File: src/verilog/rcc_pkg.sv
// Purpose: Constants for the receive path, quadrature clock, guard delay and CRC/parity block.
// Assumes: 32-bit classic Wishbone, byte address = 4 * register index.
// Notes:   Registers hold 8 bits in the low lane; upper bits read as zero.
package rcc_pkg;
   localparam logic [7:0] IDX_RX_CTRL    = 8'h1E;
   localparam logic [7:0] IDX_QCLK_CTRL  = 8'h1F;
   localparam logic [7:0] IDX_GUARD      = 8'h21;
   localparam logic [7:0] IDX_CHAN       = 8'h22;
   localparam logic [7:0] IDX_PRESET_LO  = 8'h23;
   localparam logic [7:0] IDX_PRESET_HI  = 8'h24;
   localparam logic [7:0] IDX_STATUS     = 8'h30;
   localparam logic [7:0] RST_RX_CTRL    = 8'h41;
   localparam logic [7:0] RST_GUARD      = 8'h06;
   localparam logic [7:0] RST_CHAN       = 8'h03;
   localparam logic [7:0] RST_PRESET     = 8'h63;
   localparam logic [7:0] RX_CTRL_WMASK  = 8'hC3;
   localparam logic [7:0] CHAN_WMASK     = 8'h3F;
   localparam int RX_CLK_SEL_BIT  = 7;
   localparam int RX_AUTO_PD_BIT  = 6;
   localparam int QCLK_HALF_BIT   = 7;
   localparam int QCLK_CALDIS_BIT = 6;
   localparam int QCLK_RES_BIT    = 5;
   localparam int CH_VAR_B_BIT    = 5;
   localparam int CH_SHORT_BIT    = 4;
   localparam int CH_RXCRC_BIT    = 3;
   localparam int CH_TXCRC_BIT    = 2;
   localparam int CH_ODD_BIT      = 1;
   localparam int CH_PAR_BIT      = 0;
   localparam int ST_CRC_ERR_BIT  = 0;
   localparam int ST_PAR_ERR_BIT  = 1;
   localparam logic [1:0] DEC_LOW   = 2'h0;
   localparam logic [1:0] DEC_DEMOD = 2'h1;
   localparam logic [1:0] DEC_SUBC  = 2'h2;
   localparam logic [15:0] CRC16_POLY_REFL = 16'h8408;
   localparam logic [7:0]  SHORT_CRC_SELECT_POLY_REFL  = 8'hE0;
   localparam logic [15:0] CRC_B_RESIDUE   = 16'hF0B8;
   localparam logic [4:0]  QDELAY_MAX      = 5'h1F;
   typedef enum logic [1:0] {CAL_IDLE = 2'b00, CAL_RUN = 2'b01} rcc_cal_t;
endpackage

File: src/verilog/rcc_core.sv
// Purpose: Register bank and datapath for receive configuration and channel integrity.
// Assumes: All strobes are one-cycle pulses synchronous to clk_sys.
// Notes:   The CRC residue is checked at rx_end, after the last byte was taken.
module rcc_core (
   input  wire logic        clk_sys,
   input  wire logic        rst_n,
   input  wire logic        wb_cyc_i,
   input  wire logic        wb_stb_i,
   input  wire logic        wb_we_i,
   input  wire logic [7:0]  wb_adr_i,
   input  wire logic [3:0]  wb_sel_i,
   input  wire logic [31:0] wb_dat_i,
   output logic      [31:0] wb_dat_o,
   output logic             wb_ack_o,
   input  wire logic        tx_start,
   input  wire logic        tx_end,
   input  wire logic        rx_start,
   input  wire logic        rx_end,
   input  wire logic        compute_crc_command,
   input  wire logic        bit_clk_tick,
   input  wire logic        rx_pin,
   input  wire logic        demod_in,
   input  wire logic        aux_serial_input,
   input  wire logic        quad_phase_over_half,
   input  wire logic        quad_phase_reached,
   input  wire logic        tx_byte_valid,
   input  wire logic [7:0]  tx_byte,
   input  wire logic        rx_byte_valid,
   input  wire logic [7:0]  rx_byte,
   input  wire logic        rx_parity_in,
   output logic             receiver_clock_select,
   output logic             receiver_power_on,
   output logic             receive_window_open,
   output logic             rx_pin_gated,
   output logic             decoder_data,
   output logic             decoder_aux_subcarrier,
   output logic      [4:0]  quad_clock_delay_count,
   output logic             calib_busy,
   output logic             tx_parity_insert,
   output logic             tx_parity_bit,
   output logic             tx_crc_append,
   output logic      [15:0] crc_result,
   output logic             fifo_wr_valid,
   output logic      [7:0]  fifo_wr_data,
   output logic             crc_error_flag,
   output logic             parity_error_flag
);
   // ==========================================================
   // State
   typedef struct packed {
      logic            ack;
      logic [7:0]      rdata;
      logic [7:0]      rx_ctrl;
      logic            q_res;
      logic [4:0]      qdelay;
      logic [7:0]      guard;
      logic [7:0]      chan;
      logic [7:0]      pre_lo;
      logic [7:0]      pre_hi;
      logic [15:0]     crc;
      logic            crc_err;
      logic            par_err;
      logic [7:0]      guard_cnt;
      logic            guard_busy;
      logic            rx_active;
      rcc_pkg::rcc_cal_t cal;
      logic            cal_dis;
      logic [7:0]      h0;
      logic [7:0]      h1;
      logic [1:0]      hcnt;
      logic            flush;
      logic            fwr;
      logic [7:0]      fdata;
      logic            tpar;
   } rcc_state_t;

   rcc_state_t st_reg;
   rcc_state_t st_next;

   // ==========================================================
   // Functions
   function automatic logic [15:0] crc_step(input logic [15:0] c, input logic [7:0] d,
                                            input logic short_crc);
      logic [15:0] r;
      r = c ^ {8'h00, d};
      for (int i = 0; i < 8; i++) begin
         if (short_crc) begin
            r = {8'h00, (r[7:0] >> 1) ^ (r[0] ? rcc_pkg::SHORT_CRC_SELECT_POLY_REFL : 8'h00)};
         end else begin
            r = (r >> 1) ^ (r[0] ? rcc_pkg::CRC16_POLY_REFL : 16'h0000);
         end
      end
      return r;
   endfunction

   function automatic logic parity_of(input logic [7:0] d, input logic odd);
      return (^d) ^ odd;
   endfunction

   // ==========================================================
   // Decode and combinational outputs
   logic        acc;
   logic        wr;
   logic [7:0]  idx;
   logic [7:0]  wd;
   logic        var_b;
   logic        short_crc;
   logic        n2;
   logic [15:0] residue;
   logic        crc_bad;
   logic        caldis_q;

   assign acc       = wb_cyc_i && wb_stb_i && !st_reg.ack;
   assign wr        = acc && wb_we_i && wb_sel_i[0];
   assign idx       = {2'b00, wb_adr_i[7:2]};
   assign wd        = wb_dat_i[7:0];
   assign var_b     = st_reg.chan[rcc_pkg::CH_VAR_B_BIT];
   assign short_crc = st_reg.chan[rcc_pkg::CH_SHORT_BIT];
   assign n2        = !short_crc;
   assign residue   = (var_b && !short_crc) ? rcc_pkg::CRC_B_RESIDUE : 16'h0000;
   assign crc_bad   = short_crc ? (st_reg.crc[7:0] != residue[7:0]) : (st_reg.crc != residue);
   assign caldis_q  = st_reg.cal_dis;

   assign wb_ack_o = st_reg.ack;
   assign wb_dat_o = {24'h000000, st_reg.rdata};
   assign receiver_clock_select = st_reg.rx_ctrl[rcc_pkg::RX_CLK_SEL_BIT];
   assign receiver_power_on = !st_reg.rx_ctrl[rcc_pkg::RX_AUTO_PD_BIT] || st_reg.rx_active;
   assign receive_window_open = !st_reg.guard_busy;
   assign rx_pin_gated = rx_pin && !st_reg.guard_busy;
   assign quad_clock_delay_count = st_reg.qdelay;
   assign calib_busy = (st_reg.cal == rcc_pkg::CAL_RUN);
   assign tx_parity_insert = st_reg.chan[rcc_pkg::CH_PAR_BIT];
   assign tx_parity_bit = st_reg.tpar;
   assign tx_crc_append = st_reg.chan[rcc_pkg::CH_TXCRC_BIT];
   assign crc_result = short_crc ? {8'h00, st_reg.crc[7:0]} : (var_b ? ~st_reg.crc : st_reg.crc);
   assign fifo_wr_valid = st_reg.fwr;
   assign fifo_wr_data = st_reg.fdata;
   assign crc_error_flag = st_reg.crc_err;
   assign parity_error_flag = st_reg.par_err;

   always_comb begin
      decoder_aux_subcarrier = 1'b0;
      case (st_reg.rx_ctrl[1:0])
         rcc_pkg::DEC_LOW: begin
            decoder_data = 1'b0;
         end
         rcc_pkg::DEC_DEMOD: begin
            decoder_data = demod_in;
         end
         rcc_pkg::DEC_SUBC: begin
            decoder_data = aux_serial_input;
            decoder_aux_subcarrier = 1'b1;
         end
         default: begin
            decoder_data = aux_serial_input;
         end
      endcase
   end

   // ==========================================================
   // Next state
   always_comb begin
      st_next = st_reg;
      st_next.ack = acc;
      st_next.fwr = 1'b0;
      st_next.rdata = 8'h00;
      if (acc && !wb_we_i) begin
         case (idx)
            rcc_pkg::IDX_RX_CTRL: st_next.rdata = st_reg.rx_ctrl;
            rcc_pkg::IDX_QCLK_CTRL: st_next.rdata = {quad_phase_over_half, caldis_q,
               st_reg.q_res, st_reg.qdelay};
            rcc_pkg::IDX_GUARD: st_next.rdata = st_reg.guard;
            rcc_pkg::IDX_CHAN: st_next.rdata = st_reg.chan;
            rcc_pkg::IDX_PRESET_LO: st_next.rdata = st_reg.pre_lo;
            rcc_pkg::IDX_PRESET_HI: st_next.rdata = st_reg.pre_hi;
            rcc_pkg::IDX_STATUS: st_next.rdata = {6'h00, st_reg.par_err, st_reg.crc_err};
            default: st_next.rdata = 8'h00;
         endcase
      end
      case (st_reg.cal)
         rcc_pkg::CAL_RUN: begin
            if (quad_phase_reached || st_reg.qdelay == rcc_pkg::QDELAY_MAX) begin
               st_next.cal = rcc_pkg::CAL_IDLE;
            end else begin
               st_next.qdelay = st_reg.qdelay + 5'h01;
            end
         end
         default: begin
            if (rx_end && !caldis_q) begin
               st_next.cal = rcc_pkg::CAL_RUN;
               st_next.qdelay = 5'h00;
            end
         end
      endcase
      if (wr) begin
         case (idx)
            rcc_pkg::IDX_RX_CTRL: st_next.rx_ctrl = wd & rcc_pkg::RX_CTRL_WMASK;
            rcc_pkg::IDX_QCLK_CTRL: begin
               st_next.q_res = wd[rcc_pkg::QCLK_RES_BIT];
               st_next.cal_dis = wd[rcc_pkg::QCLK_CALDIS_BIT];
               st_next.qdelay = wd[4:0];
               st_next.cal = rcc_pkg::CAL_IDLE;
            end
            rcc_pkg::IDX_GUARD: st_next.guard = wd;
            rcc_pkg::IDX_CHAN: st_next.chan = wd & rcc_pkg::CHAN_WMASK;
            rcc_pkg::IDX_PRESET_LO: st_next.pre_lo = wd;
            rcc_pkg::IDX_PRESET_HI: st_next.pre_hi = wd;
            rcc_pkg::IDX_STATUS: begin
               if (wd[rcc_pkg::ST_CRC_ERR_BIT]) st_next.crc_err = 1'b0;
               if (wd[rcc_pkg::ST_PAR_ERR_BIT]) st_next.par_err = 1'b0;
            end
            default: st_next.guard = st_reg.guard;
         endcase
      end
      if (tx_end) begin
         st_next.guard_cnt = st_reg.guard;
         st_next.guard_busy = (st_reg.guard != 8'h00);
         st_next.rx_active = (st_reg.guard == 8'h00);
      end else if (st_reg.guard_busy && bit_clk_tick) begin
         st_next.guard_cnt = st_reg.guard_cnt - 8'h01;
         if (st_reg.guard_cnt == 8'h01) begin
            st_next.guard_busy = 1'b0;
            st_next.rx_active = 1'b1;
         end
      end
      if (rx_start) st_next.rx_active = 1'b1;
      if (rx_end) st_next.rx_active = 1'b0;
      if ((tx_start && st_reg.chan[rcc_pkg::CH_TXCRC_BIT]) ||
          (rx_start && st_reg.chan[rcc_pkg::CH_RXCRC_BIT]) || compute_crc_command) begin
         st_next.crc = {st_reg.pre_hi, st_reg.pre_lo};
      end else if (tx_byte_valid) begin
         st_next.crc = crc_step(st_reg.crc, tx_byte, short_crc);
      end else if (rx_byte_valid) begin
         st_next.crc = crc_step(st_reg.crc, rx_byte, short_crc);
      end
      if (tx_byte_valid) st_next.tpar = parity_of(tx_byte, st_reg.chan[rcc_pkg::CH_ODD_BIT]);
      if (rx_byte_valid && st_reg.chan[rcc_pkg::CH_PAR_BIT] &&
          rx_parity_in != parity_of(rx_byte, st_reg.chan[rcc_pkg::CH_ODD_BIT])) begin
         st_next.par_err = 1'b1;
      end
      if (st_reg.flush) begin
         if (st_reg.hcnt != 2'h0) begin
            st_next.fwr = 1'b1;
            st_next.fdata = st_reg.h0;
            st_next.h0 = st_reg.h1;
            st_next.hcnt = st_reg.hcnt - 2'h1;
         end else begin
            st_next.flush = 1'b0;
         end
      end else if (rx_byte_valid && !st_reg.chan[rcc_pkg::CH_RXCRC_BIT]) begin
         st_next.fwr = 1'b1;
         st_next.fdata = rx_byte;
      end else if (rx_byte_valid) begin
         if (st_reg.hcnt == {n2, !n2}) begin
            st_next.fwr = 1'b1;
            st_next.fdata = st_reg.h0;
            st_next.h0 = n2 ? st_reg.h1 : rx_byte;
            st_next.h1 = rx_byte;
         end else begin
            if (st_reg.hcnt == 2'h0) st_next.h0 = rx_byte;
            else st_next.h1 = rx_byte;
            st_next.hcnt = st_reg.hcnt + 2'h1;
         end
      end else if (rx_end && st_reg.chan[rcc_pkg::CH_RXCRC_BIT]) begin
         if (crc_bad) begin
            st_next.crc_err = 1'b1;
            st_next.flush = 1'b1;
         end else begin
            st_next.hcnt = 2'h0;
         end
      end
   end

   // ==========================================================
   // Registers
   always_ff @(posedge clk_sys or negedge rst_n) begin
      if (!rst_n) begin
         st_reg <= '0;
         st_reg.rx_ctrl <= rcc_pkg::RST_RX_CTRL;
         st_reg.guard <= rcc_pkg::RST_GUARD;
         st_reg.chan <= rcc_pkg::RST_CHAN;
         st_reg.pre_lo <= rcc_pkg::RST_PRESET;
         st_reg.pre_hi <= rcc_pkg::RST_PRESET;
         st_reg.cal <= rcc_pkg::CAL_RUN;
         st_reg.rx_active <= 1'b0;
      end else begin
         st_reg <= st_next;
      end
   end

   // ==========================================================
   // Checks
   chk_clock_select: assert property (@(posedge clk_sys) disable iff (!rst_n)
      wr && idx == rcc_pkg::IDX_RX_CTRL
      |=> receiver_clock_select == $past(wd[rcc_pkg::RX_CLK_SEL_BIT]))
      else $error("clock select mismatch");
   chk_power_always: assert property (@(posedge clk_sys) disable iff (!rst_n)
      !st_reg.rx_ctrl[6] |-> receiver_power_on) else $error("receiver powered off");
   chk_decoder_low: assert property (@(posedge clk_sys) disable iff (!rst_n)
      st_reg.rx_ctrl[1:0] == 2'h0 |-> !decoder_data) else $error("decoder not low");
   chk_guard_mask: assert property (@(posedge clk_sys) disable iff (!rst_n)
      st_reg.guard_busy |-> !rx_pin_gated) else $error("rx pin seen in guard");
   chk_guard_restart: assert property (@(posedge clk_sys) disable iff (!rst_n)
      tx_end |=> st_reg.guard_cnt == $past(st_reg.guard)) else $error("guard not reloaded");
   chk_guard_open: assert property (@(posedge clk_sys) disable iff (!rst_n)
      st_reg.guard_busy && st_reg.guard_cnt == 8'h01 && bit_clk_tick && !tx_end
      |=> !st_reg.guard_busy)
      else $error("guard not ended");
   chk_preset_load: assert property (@(posedge clk_sys) disable iff (!rst_n)
      compute_crc_command |=> st_reg.crc == {$past(st_reg.pre_hi), $past(st_reg.pre_lo)})
      else $error("preset not loaded");
   chk_parity_flag: assert property (@(posedge clk_sys) disable iff (!rst_n)
      rx_byte_valid && st_reg.chan[0] && rx_parity_in != parity_of(rx_byte, st_reg.chan[1])
      |=> parity_error_flag) else $error("parity error missed");
   chk_crc_flag: assert property (@(posedge clk_sys) disable iff (!rst_n)
      rx_end && !rx_byte_valid && !st_reg.flush && st_reg.chan[3] && crc_bad
      |=> crc_error_flag) else $error("crc error missed");
   chk_calib_stop: assert property (@(posedge clk_sys) disable iff (!rst_n)
      st_reg.cal == rcc_pkg::CAL_IDLE && rx_end && st_reg.cal_dis |=> !calib_busy)
      else $error("calibration while disabled");
endmodule

File: config.mk
export PLATFORM = sky130hd
export DESIGN_NAME = rcc_core
export DESIGN_NICKNAME = d
export VERILOG_FILES = /design/src/verilog/rcc_pkg.sv /design/src/verilog/rcc_core.sv
export SDC_FILE = /design/constraint.sdc
export NUM_CORES = 1
export LEC_CHECK = 0
export ABC_CLOCK_PERIOD_IN_PS = 2300
export BUFFER_PORTS_ARGS = -buffer_cell sky130_fd_sc_hd__buf_4
export CORE_MARGIN = 2
export CORE_UTILIZATION = 57
export CTS_BUF_LIST = sky130_fd_sc_hd__clkbuf_8
export CTS_CLUSTER_DIAMETER = 30
export DETAILED_ROUTE_END_ITERATION = 10
export HOLD_SLACK_MARGIN = 0.15
export PLACE_DENSITY_LB_ADDON = 0.1
export SLEW_MARGIN = 20
export SYNTH_ARGS = -nofsm -noshare
export SYNTH_HDL_FRONTEND = slang
export SYNTH_SLANG_ARGS = --single-unit
File: constraint.sdc
create_clock -name clk_sys -period 2.3 [get_ports clk_sys]
set_input_delay 0.115 -clock clk_sys [delete_from_list [all_inputs] [get_ports clk_sys]]
set_output_delay 0.115 -clock clk_sys [all_outputs]
set_load 0.02 [all_outputs]
# Word-level counts from Yosys, hierarchy flattened

Cells that the tools add are included.

Register bits after elaboration: 109
Word-level logic and storage cells: 291
Output and inout bits: 75
Bits of input ports: 79

Reductions and logical operators: 59
Bitwise operators: 39
Equal/unequal tests: 21
Add/subtract/negate cells: 4
Mux-type cells: 144

Operators with widths:

| cell                                                                  | count |
|---|---|
| 16-bit two-way mux                                                    | 75 |
| 15-bit by 16-bit bitwise XOR with 16-bit output                       | 16 |
| 8-bit two-way mux                                                     | 25 |
| 7-bit by 8-bit bitwise XOR with 8-bit output                          | 16 |
| 8-bit one-hot mux with 7 select lines                                 | 1 |
| 37-bit two-way mux                                                    | 1 |
| 9-bit two-way mux                                                     | 4 |
| 16-bit by 8-bit bitwise XOR with 16-bit output                        | 2 |
| 6-bit equality test, second input constant                            | 5 |
| 10-bit two-way mux                                                    | 2 |
| 2-bit two-way mux                                                     | 10 |
| 5-bit two-way mux                                                     | 4 |
| 19-bit two-way mux                                                    | 1 |
| 16-bit != test                                                        | 1 |
| 16-bit NOT                                                            | 1 |
| 2-bit AND reduction                                                   | 8 |
| 8-bit XOR reduction                                                   | 2 |
| 1-bit logical AND                                                     | 15 |
| 1-bit two-way mux                                                     | 15 |
| 3-bit nonzero test                                                    | 5 |
| 2-bit nonzero test                                                    | 7 |
| 6-bit by 5-bit equality test with 1-bit output, second input constant | 2 |
| 12-bit two-way mux                                                    | 1 |
| 3-bit two-way mux                                                     | 3 |
| 27 further kinds                                                      | 45 |

# Longest topological paths before layout

Gate-level depths: netlist of run 1.

Word-level depth: 49
Gate-level depth with buffers: 8
Gate-level depth less buffers: 8

# Worst setup path before layout of run 1

OpenSTA, ideal clock, no wires.

Kind: reg-to-reg
From: register st_reg, in the netlist quad_clock_delay_count[0]
To: register st_reg, in the netlist quad_clock_delay_count[3]
Setup time: 0.125 ns
Required time: 2.175 ns
Period minus slack after synthesis: 2.067 ns
Path buffers: 0
Arrival time: 1.942 ns
Setup slack: 0.233 ns
Cell stages (with the launch flop): 9
Cell sequence: dfrtp_1 ha_1 and3_1 ha_1 nor3_1 nand4_1 nand3_1 o21ai_0 mux2_2

RTL lines:

| what                     | line            | source |
|---|---|---|
| start: declaration       | rcc_core.sv:77  | `rcc_state_t st_reg;` |
| start signal: assignment | rcc_core.sv:287 | `st_reg <= st_next;` |

# Final worst setup path of run 1

From: register st_reg[47] (netlist bit)
To: register st_reg[46] (netlist bit)

Word-level cells in the longest chain between the ends: 42

Ends and longest elaborated chain:

| what                                                                                                                   | line                           | source |
|---|---|---|
| 16-bit by 8-bit bitwise XOR with 16-bit output                                                                         | rcc_core.sv:85                 | `r = c ^ {8'h00, d};` |
| 15-bit by 16-bit bitwise XOR with 16-bit output / 7-bit by 8-bit bitwise XOR with 8-bit output (equally long branches) | rcc_core.sv:90, rcc_core.sv:88 |  |
| 16-bit two-way mux                                                                                                     | rcc_core.sv:87                 | `if (short_crc) begin` |
| 16-bit two-way mux                                                                                                     | rcc_core.sv:233                | `end else if (rx_byte_valid) begin` |
| 16-bit two-way mux                                                                                                     | rcc_core.sv:231                | `end else if (tx_byte_valid) begin` |
| 16-bit two-way mux                                                                                                     | rcc_core.sv:228                | `if ((tx_start && st_reg.chan[rcc_pkg::CH_TXCRC_BIT]) \|\|` |
| 15-bit by 16-bit bitwise XOR with 16-bit output / 7-bit by 8-bit bitwise XOR with 8-bit output (equally long branches) | rcc_core.sv:90, rcc_core.sv:88 |  |
| 16-bit two-way mux                                                                                                     | rcc_core.sv:87                 |  |
| (+26 left out)                                                                                                         | --                             |  |
| 16-bit two-way mux                                                                                                     | rcc_core.sv:233                |  |
| 16-bit two-way mux                                                                                                     | rcc_core.sv:231                |  |
| 16-bit two-way mux                                                                                                     | rcc_core.sv:228                |  |
| 15-bit by 16-bit bitwise XOR with 16-bit output / 7-bit by 8-bit bitwise XOR with 8-bit output (equally long branches) | rcc_core.sv:90, rcc_core.sv:88 |  |
| 16-bit two-way mux                                                                                                     | rcc_core.sv:87                 |  |
| 16-bit two-way mux                                                                                                     | rcc_core.sv:233                |  |
| 16-bit two-way mux (*)                                                                                                 | rcc_core.sv:231                |  |
| 16-bit two-way mux (*)                                                                                                 | rcc_core.sv:228                |  |

Every way passes the cells marked *; elsewhere a longest branch is shown, timed or not. The select of a mux whose other input is x is not followed.
A chain may end at the register's enable or synchronous reset.

==> results.md, run 1 <==
* Layout cells sized above 1 at approximately 29%
* Max Fanout on Critical Path at 9
* CTS root buf: clkbuf_8
* First-pass detailed-route iteration total at 5
* Clock buffer depth at 2
* Routed wire length at roughly 19,000 um
* Top-Level Pins at between 150 and 200
* Synth warn at 0
* Buffers added on ports at 100
* Initial Util at 58.2%
* Yosys reg bits at 109
* Post-synthesis sequential area ratio at a little under two fifths
* Initial drt markers at about 390
* DPL Wire Length at 14,000 um
* Slew headroom at a little over half
* Pwr dens at between 700 and 800 nW/um2
* HP Class: input pin to flip-flop
* CTS HTree Levels at 3
* Seq pwr share at 35.7%
* Psw at ~2.6 mW
* Pins Over Slew Limit at 0
* Via-to-Cell Ratio at 5.59
* Final ANT Viol Nets at 0
* Row count at a little over 40
* Synth unique cells at 60
* Outcome: complete, no violations
* Setup TNS Final at 0 ns
* Comb pwr share at between 40 and 50%
* Max cap viols at 0
* Filler cells at roughly 1,000
* Total power at roughly 6.7 mW
* Final setup violating endpoints at 0
* Number of buffers created by CTS at 9
* Critical path type: flip-flop to flip-flop
* Largest net degree at the start of global routing at 51
* Vias in the first global route at between 5,000 and 6,000
* Gp weighted congestion at a little over 0.9
* Switching share of power at between 30 and 40%
* Startpoint types: flip-flop
* Maximum vdd ir drop at between 0.5 and 0.6 mV
* Most common cell after layout, fill and taps aside: buf_4
* RSZ-0062 raised after global routing: false
* Latest clock arrival within the worst-skew pair at roughly 0.39 ns
* Inserted Diodes at 0
* Area Overhead vs Synth at 16.5%
* Multi-input gate area at between 4000 and 5000 um2
* CTS tree: built
* Fmax at between 400 and 500 MHz
* First-pass GRT wire length at 30,000 um
* Pleak at approximately 3.8 nW
* Int Pwr at ~4.1 mW
* Post-route DRC at 0
* Antenna violations before repair at 0
* Syn avg cell area at 9.84 um2
* Die H at between 100 and 150 um
* Commonest non-fill, non-tap cells in the layout: buf_4, dfrtp_1, xnor2_1
* Clk sinks at about 110
* Crit path arrival time at roughly 2.5 ns
* Tcrit/Tclk final at a little over nine tenths
* Mean routed wirelength per cell at between 15 and 20 um
* Largest register FFs at 78
* Fin. Hold Viols at 0
* Via Count at roughly 5,700
* Gr usage total at around 27%
* Worst setup EP type: flip-flop
* Die Wd at approximately 120 um
* CTS clk-pin slew, worst paths at approximately 0.11 ns
* Clock Power Share at approximately 17%
* Slew @ Worst Pin at between 0.7 and 0.8 ns
* Aggregate global routing overflow at 0
* Core area at between 10,000 and 15,000 um2
* Post-Syn Instances at approximately 750
* Synthesized cell area at ~7300 um2
* CTS resizes at 0
* Final critical-path required period at between 2 and 2.5 ns
* Critical Path RT at around 2.6 ns
* Nets at roughly 930
* Die Area at roughly 14,000 um2
* Reg area at 2750 um2
* Clock skew at roughly 0.015 ns
-- kinds of logic after synthesis --
kind of cell               Yosys count  share of synthesized area [%]
other                                1                         0.0511
buffers and inverters              114                           8.75
adders and majority gates            5                          0.852
and+or+nand+nor                    179                           11.3
DFF                                109                           37.4
muxes                               78                           11.6
AOI/OAI and AO/OA                  137                           12.2
xor gates and xnor gates           123                           17.8
-- cell usage after synthesis, drive strengths merged --
| cell | n | area (um2) |
|---|---|---|
| a211oi | 1 | 7.51 |
| a21boi | 3 | 22.5 |
| a21o | 1 | 7.51 |
| a21oi | 38 | 194 |
| a221oi | 9 | 85.1 |
| a222oi | 8 | 80.1 |
| a22oi | 19 | 153 |
| a31o | 1 | 8.76 |
| a31oi | 8 | 50.1 |
| a41oi | 1 | 8.76 |
| and2 | 2 | 12.5 |
| and3 | 3 | 18.8 |
| and4b | 1 | 10.0 |
| buf | 67 | 465 |
| clkbuf | 26 | 97.6 |
| conb | 1 | 3.75 |
| dfrtp | 94 | 2350 |
| dfstp | 15 | 394 |
| ha | 5 | 62.6 |
| inv | 21 | 78.8 |
| mux2 | 54 | 612 |
| mux2i | 24 | 240 |
| nand2 | 59 | 221 |
| nand2b | 8 | 50.1 |
| nand3 | 12 | 60.1 |
| nand3b | 1 | 7.51 |
| nand4 | 5 | 31.3 |
| nor2 | 53 | 199 |
| nor2b | 9 | 56.3 |
| nor3 | 12 | 65.1 |
| nor3b | 3 | 22.5 |
| nor4 | 10 | 68.8 |
| o21a | 1 | 7.51 |
| o21ai | 36 | 180 |
| o221a | 1 | 11.3 |
| o221ai | 2 | 17.5 |
| o22a | 1 | 8.76 |
| o22ai | 3 | 18.8 |
| o311ai | 1 | 8.76 |
| o31ai | 3 | 22.5 |
| or4 | 1 | 7.51 |
| xnor2 | 98 | 1000 |
| xnor3 | 3 | 71.3 |
| xor2 | 22 | 238 |
-- worst paths after layout --
path	startpoint	to	slack (ns)	depth (start not counted)
min reg2reg	fifo_wr_data[0]	fifo_wr_data[0]	0.50	2
max	st_reg[47]	st_reg[46]	0.05	7
min in group asynchronous	rst_n	st_reg[40]	0.29	2
max reg2reg	st_reg[47]	st_reg[46]	0.05	7
max in group asynchronous	rst_n	st_reg[30]	1.28	3
min	quad_phase_over_half	wb_dat_o[7]	0.18	5
-- routing by layer --
layer / part of all wire (%) / global-route usage (%) / vias to the layer above
met5: 0 / 0 / -
met4: 2.4 / 8.81 / 0
met3: 5.4 / 4.07 / 32
met2: 49 / 45.6 / 198
met1: 43 / 37.0 / 2785
li1: - / - / 2717
-- area by class of cell --
| class | instances | area share (%) |
|---|---|---|
| multi-input cells | 546 | 47.3 |
| flip-flops and latches | 109 | 32.1 |
| repair buffers | 161 | 15.0 |
| well taps | 172 | 2.52 |
| clock buffers | 9 | 1.45 |
| inverters | 21 | 0.922 |
| clock inverters | 7 | 0.702 |
-- power groups by stage --
stage,Sequential [mW],Combinational (mW),Clock [mW]
after floorplan,2.27,2.47,0
after global placement,2.41,3.04,0
after detailed placement,2.43,3.07,0
after CTS,2.39,3.13,1.15
after global routing,2.42,3.43,1.24
final,2.39,3.17,1.14
-- metrics by stage --
step	instance area (um2)	utilization, %	hold slack, ns	worst slack [ns]	std cells
CTS	8530	67.6	0.167	0.108	1022
floorplan	7430	-	-0.181	0.233	769
global placement	8100	64.1	0.185	0.149	981
global route	8550	67.8	0.183	0.00102	1025
finish	8550	67.8	0.179	0.0511	1025
detailed placement	8100	64.1	0.188	0.145	981
-- what timing repair did --
| action | in CTS | in global routing |
|---|---|---|
| hold endpoints to repair | 117 | 0 |
| setup buffers | 0 | 3 |
| endpoints found under the setup margin | 0 | 1 |
| hold buffers | 25 | 0 |
-- worst max-delay path, stage by stage, from the launching register on --
cell and delay [ns]:
dfrtp_1 0.70, xor2_1 0.45, xnor2_1 0.20, xor2_1 0.17, mux2_2 0.28, a21oi_1 0.15, o22a_1 0.13, o31ai_1 0.06
(Power assumes the default switching activity.)
==> run 2, diff against run 1 <==
- RECOVER_POWER: unset -> 50
==> run 2 against run 1 <==
Compared with the run above: via count is 0.40% higher; combinational power hardly changed; die area stayed put; sequential cell count stayed put; clock power hardly changed; routed wire length is 0.20% lower; highest routed layer unchanged; register-to-register slack better by 0.03 ns.
==> results.md, run 2 (same netlist as run 1, synthesis figures left out) <==
* Comb pwr share at 47.1% (-0.2 points)
* Fmax at 451 MHz (+1.5%)
* Post-route DRC at 0 (unchanged)
* Inserted Diodes at 0 (unchanged)
* Initial Util at 58.2% (unchanged)
* WHS Path Cells at 5 (unchanged)
* Most frequent CP cell: xor2_1
* Die H at 117 um (unchanged)
* Clock Power Share at 17.0% (about the same)
* Area Overhead vs Synth at 15.2%
* Clock buffer depth at 2 (unchanged)
* DPL Wire Length at 14,000 um (unchanged)
* M1 GR Usage at 37.0% (unchanged)
* Gp weighted congestion at 0.922 (unchanged)
* Die Wd at 117 um (unchanged)
* Commonest non-fill, non-tap cells in the layout: buf_4, dfrtp_1, xnor2_1
* Hold WS at 0.176 ns (-0.00227 ns)
* Fin. Hold Viols at 0 (unchanged)
* Max incr delay on CP at 0.69 ns (about the same)
* Buffers added on ports at 100 (unchanged)
* Clock skew at 0.0132 ns (-0.00192 ns)
* Initial drt markers at 438 (+12%)
* CP max stage cell: dfrtp_1
* Slew headroom at 14.7% (-38 points)
* Placed Cells at 981 (unchanged)
* Largest net degree at the start of global routing at 51 (unchanged)
* CTS clk-pin slew, worst paths at 0.11 ns (about the same)
* Pleak at 3.70 nW (-2.6%)
* Max Fanout on Critical Path at 9 (unchanged)
* Final ANT Viol Nets at 0 (unchanged)
* Antenna violations before repair at 0 (unchanged)
* R2R cell count at 7 (unchanged)
* Critical path depth in cells at 7 (unchanged)
* Reg2reg start: st_reg[47]
* Tcrit/Tclk final at 96.3% (-1.5 points)
* Aggregate global routing overflow at 0 (unchanged)
* Layout cells sized above 1 at 26.0% (-2.8 points)
* Maximum vdd ir drop at 0.522 mV (about the same)
* Latest clock arrival within the worst-skew pair at 0.39 ns (about the same)
* Seq pwr share at 35.8% (about the same)
* Final setup violating endpoints at 0 (unchanged)
* Crit path arrival time at 2.49 ns (-0.03 ns)
* CTS root buf: clkbuf_8
* RSZ-0062 raised after global routing: false
* Vias in the first global route at 5,715 (unchanged)
* Startpoint types: flip-flop
* Slew @ Worst Pin at 1.28 ns (+0.569 ns)
* Most common cell after layout, fill and taps aside: buf_4
* Critical path type: flip-flop to flip-flop
* Int Pwr at 4.07 mW (-0.68%)
* Worst Setup SP: st_reg[47]
* Min-delay src: quad_phase_over_half
* Clk sinks at 109 (unchanged)
* Outcome: complete, no violations
* Gr usage total at 27.4% (unchanged)
* Nets at 932 (unchanged)
* CTS tree: built
* Setup TNS Final at 0 ns (unchanged)
* CTS resizes at 0 (unchanged)
* Worst path bufs/invs at 0 (unchanged)
* Final cell count without fillers at 1,025 (unchanged)
* Max cap viols at 0 (unchanged)
* Routed wire length at 18,800 um (-0.20%)
* CTS HTree Levels at 3 (unchanged)
* Pins Over Slew Limit at 0 (unchanged)
* Worst setup EP type: flip-flop
* GR Util met2 at 45.6% (unchanged)
* Die Area at 13,800 um2 (unchanged)
* Final critical-path required period at 2.22 ns (-0.0334 ns)
* Delay-heaviest family, CP: XOR/XNOR gates
* Largest register FFs at 78 (unchanged)
* HP Class: input pin to flip-flop
* Row count at 41 (unchanged)
* Fin util at 67.0% (-0.75 points)
* Critical Path RT at 2.57 ns (about the same)
* Psw at 2.59 mW (-0.15%)
* Via-to-Cell Ratio at 5.61 (+0.40%)
* Number of buffers created by CTS at 9 (unchanged)
* First-pass GRT wire length at 30,000 um (unchanged)
* Mean routed wirelength per cell at 18.4 um (-0.20%)
* Pwr dens at 787 nW/um2 (+0.65%)
* Switching share of power at 38.8% (+0.13 points)
* CP Cell Sequence: xor2_1, xnor2_1, xor2_1, mux2_2, a21oi_1, o22a_1, o31ai_1
* Most Crowded Layer GR: met2
* GR Util met3 at 4.07% (unchanged)
* First-pass detailed-route iteration total at 5 (unchanged)
* Core area at 12,600 um2 (unchanged)
* Top-Level Pins at 154 (unchanged)
* Via Count at 5,755 (+0.40%)
[run 2: layout make-up]
cell class / instances / area (um2)
clock buffers: 9 / 124
clock inverters: 7 / 60.1
fillers: 1071 / 4160
inverters: 21 / 78.8
multi-input cells: 546 / 4040
flip-flops and latches: 109 / 2750
well taps: 172 / 215
repair buffers: 161 / 1190
[run 2: repair_timing]
action	4_1_cts	5_1_grt
endpoints found under the setup margin	0	1
hold buffers	25	0
buffers inserted	0	3
hold endpoints to repair	117	0
[run 2: worst register-to-register path, cell delays in order, from the launching register on]
cell,delay [ns]
dfrtp_1,0.69
xor2_1,0.44
xnor2_1,0.19
xor2_1,0.17
mux2_2,0.28
a21oi_1,0.15
o22a_1,0.13
o31ai_1,0.06
[run 2: final timing paths]
kind | end | slack [ns]
min | wb_dat_o[7] | 0.18
max reg2reg | st_reg[46] | 0.08
min in group asynchronous | st_reg[41] | 0.53
min reg2reg | fifo_wr_data[0] | 0.50
max | st_reg[46] | 0.08
max in group asynchronous | st_reg[99] | 0.48
[run 2: layer usage]
metal / wire length [um] / part of all wire, %
met1: 8180 / 43
met2: 9270 / 49
met3: 942 / 5.0
met4: 450 / 2.4
met5: 0 / 0
[run 2: power groups by stage]
stage	clock [mW]	combinational [mW]	sequential (mW)
floorplan	0	2.47	2.27
global placement	0	3.04	2.41
detailed placement	0	3.07	2.43
CTS	1.15	3.13	2.39
global route	1.24	3.40	2.42
finish	1.13	3.14	2.39
[run 2: per-stage QoR]
stage / worst slack [ns] / power, mW / cell area, um2
CTS: 0.108 / 6.67 / 8530
finish: 0.0845 / 6.66 / 8460
global placement: 0.149 / 5.46 / 8100
global route: 0.00102 / 7.05 / 8460
detailed placement: 0.145 / 5.49 / 8100
floorplan: 0.233 / 4.74 / 7430
==> run 3, diff against run 2 <==
- CELL_PAD_IN_SITES_DETAIL_PLACEMENT: unset -> 0
- CELL_PAD_IN_SITES_GLOBAL_PLACEMENT: unset -> 2
- CORE_UTILIZATION: 57 -> 35
- GPL_TIMING_DRIVEN: unset -> 0
==> run 3 against run 2 <==
Compared with the run above: die area rose by 60%; first-iteration DRC count fell by 20%; cell count rose by 14%; sequential share of layout area fell by 1.6 points; hold slack got worse by 0.013 ns; register-to-register slack got worse by 0.03 ns; via count rose by 1.9%; global-route usage fell by 8.0 points; utilization fell by 23 points; count of clock-buffer cells in the layout did not move; critical path depth rose by 1; largest cell class unchanged; largest power group unchanged; highest routed layer unchanged.
==> results.md, run 3 (same netlist as run 1, synthesis figures left out) <==
* Fin util at 43.6% (-23 points)
* Maximum vdd ir drop at 0.354 mV (-32%)
* Vias in the first global route at 5,811 (+1.7%)
* Initial drt markers at 350 (-20%)
* Reg2Reg Setup Slack at 0.06 ns (-0.03 ns)
* Final critical-path required period at 2.24 ns (+0.0272 ns)
* Via-to-Cell Ratio at 5.02 (-11%)
* Most common cell after layout, fill and taps aside: buf_4
* Largest net degree at the start of global routing at 59 (+16%)
* Placed Cells at 1,131 (+15%)
* Row count at 52 (+27%)
* Buffers added on ports at 91 (-9.0%)
* Final ANT Viol Nets at 0 (unchanged)
* Startpoint types: flip-flop
* Max cap viols at 0 (unchanged)
* Outcome: complete, no violations
* Gp weighted congestion at 0.828 (-10%)
* Antenna violations before repair at 0 (unchanged)
* Hold WS at 0.163 ns (-0.0131 ns)
* Hold path endpoint: st_reg[14]
* Tcrit/Tclk final at 97.5% (+1.2 points)
* Worst Setup SP: st_reg[51]
* Clk sinks at 109 (unchanged)
* CTS HTree Levels at 3 (unchanged)
* Clock skew at 0.0149 ns (+0.00162 ns)
* CTS clk-pin slew, worst paths at 0.11 ns (about the same)
* Min-delay src: rx_byte[1]
* Largest register FFs at 78 (unchanged)
* Crit path arrival time at 2.58 ns (+0.09 ns)
* Total power at 6.95 mW (+4.4%)
* Area Overhead vs Synth at 21.4%
* Reg2reg start: st_reg[51]
* Number of buffers created by CTS at 9 (unchanged)
* Top-Level Pins at 154 (unchanged)
* Gr usage total at 19.4% (-8.0 points)
* Placement Setup Slack at -0.236 ns (-0.380 ns)
* FF-to-FF End: st_reg[49]
* Critical path type: flip-flop to flip-flop
* Final setup violating endpoints at 0 (unchanged)
* Layout cells sized above 1 at 28.6% (+2.6 points)
* Fmax at 446 MHz (-1.2%)
* Final WS setup at 0.0573 ns (-0.0272 ns)
* Pins Over Slew Limit at 0 (unchanged)
* CTS root buf: clkbuf_8
* Via Count at 5,865 (+1.9%)
* Initial Util at 35.9% (-22 points)
* Worst setup EP type: flip-flop
* Critical Path RT at 2.64 ns (+0.07 ns)
* Final cell count without fillers at 1,169 (+14%)
* Core area at 20,400 um2 (+62%)
* Fin. Hold Viols at 0 (unchanged)
* Commonest non-fill, non-tap cells in the layout: buf_4, dfrtp_1, xnor2_1
* Max Fanout on Critical Path at 6 (-3)
* HP Class: input pin to flip-flop
* Mean routed wirelength per cell at 18.1 um (-1.5%)
* Die H at 149 um (+27%)
* Latest clock arrival within the worst-skew pair at 0.40 ns (about the same)
* Aggregate global routing overflow at 0 (unchanged)
* Post-route DRC at 0 (unchanged)
* WHS Path Cells at 2 (-3)
* Die Wd at 149 um (+27%)
* Die Area at 22,100 um2 (+60%)
* DPL Wire Length at 16,000 um (+15%)
* R2R cell count at 8 (+1)
* Clock buffer depth at 2 (unchanged)
* First-pass detailed-route iteration total at 5 (unchanged)
* RSZ-0062 raised after global routing: false
* Slew @ Worst Pin at 1.43 ns (+0.149 ns)
* Pleak at 3.88 nW (+4.9%)
* Inserted Diodes at 0 (unchanged)
* Nets at 978 (+4.9%)
* Slew headroom at 4.77% (-9.9 points)
* First-pass GRT wire length at 32,800 um (+9.2%)
* Pwr dens at 780 nW/um2 (-0.87%)
* Routed wire length at 21,200 um (+12%)
* CTS tree: built
run 3: per-stage QoR:
stage                     instance area [um2]  TNS, ns
after global routing                     8910        0
after detailed placement                 8480    -5.94
after CTS                                8920        0
after global placement                   8450    -4.51
final                                    8910        0
after floorplan                          7430        0
run 3: final cells by class:
| cell class | count | area (um2) |
|---|---|---|
| fillers | 2089 | 11500 |
| multi-input cells | 546 | 4130 |
| flip-flops and latches | 109 | 2750 |
| repair buffers | 115 | 841 |
| plain buffers | 92 | 571 |
| well taps | 270 | 338 |
| clock buffers | 9 | 124 |
| clock inverters | 7 | 83.8 |
| inverters | 21 | 78.8 |
run 3: worst max-delay path by stage:
stage | slack [ns] | endpoint | cells past startpoint
after floorplan | 0.23 | quad_clock_delay_count[3] | 8
after global placement | -0.23 | fifo_wr_data[7] | 7
after detailed placement | -0.24 | st_reg[28] | 7
after CTS | 0.006 | st_reg[54] | 8
after global routing | 0.004 | st_reg[48] | 8
final | 0.06 | st_reg[49] | 8
run 3: where the power goes:
part	internal [mW]	switching [mW]
combinational	1.60	1.83
clock	0.520	0.752
sequential	2.11	0.140
run 3: critical path: stages, from the launching register on:
cell and delay, ns:
dfrtp_1 0.37, buf_4 0.19, xnor2_4 0.30, xnor3_1 0.41, xnor2_1 0.17, nand2_1 0.07, a31o_2 0.24, mux2i_1 0.22
mux2_2 0.21
run 3: per-layer routing:
metal  track usage (%)  part of all wire [%]  vias up
met3              2.94                   4.3       13
met5                 0                     0        -
met4              3.71                   1.1        0
met1              26.8                    46     2873
li1                  -                     -     2827
met2              32.6                    49      152
run 3: repair_timing:
| action | in CTS | in global routing |
|---|---|---|
| endpoints found under the setup margin | 49 | 51 |
| hold endpoints to repair | 160 | 0 |
| gates resized for setup | 10 | 14 |
| setup buffers | 0 | 3 |
| hold buffers | 20 | 0 |
| pin swaps | 2 | 3 |
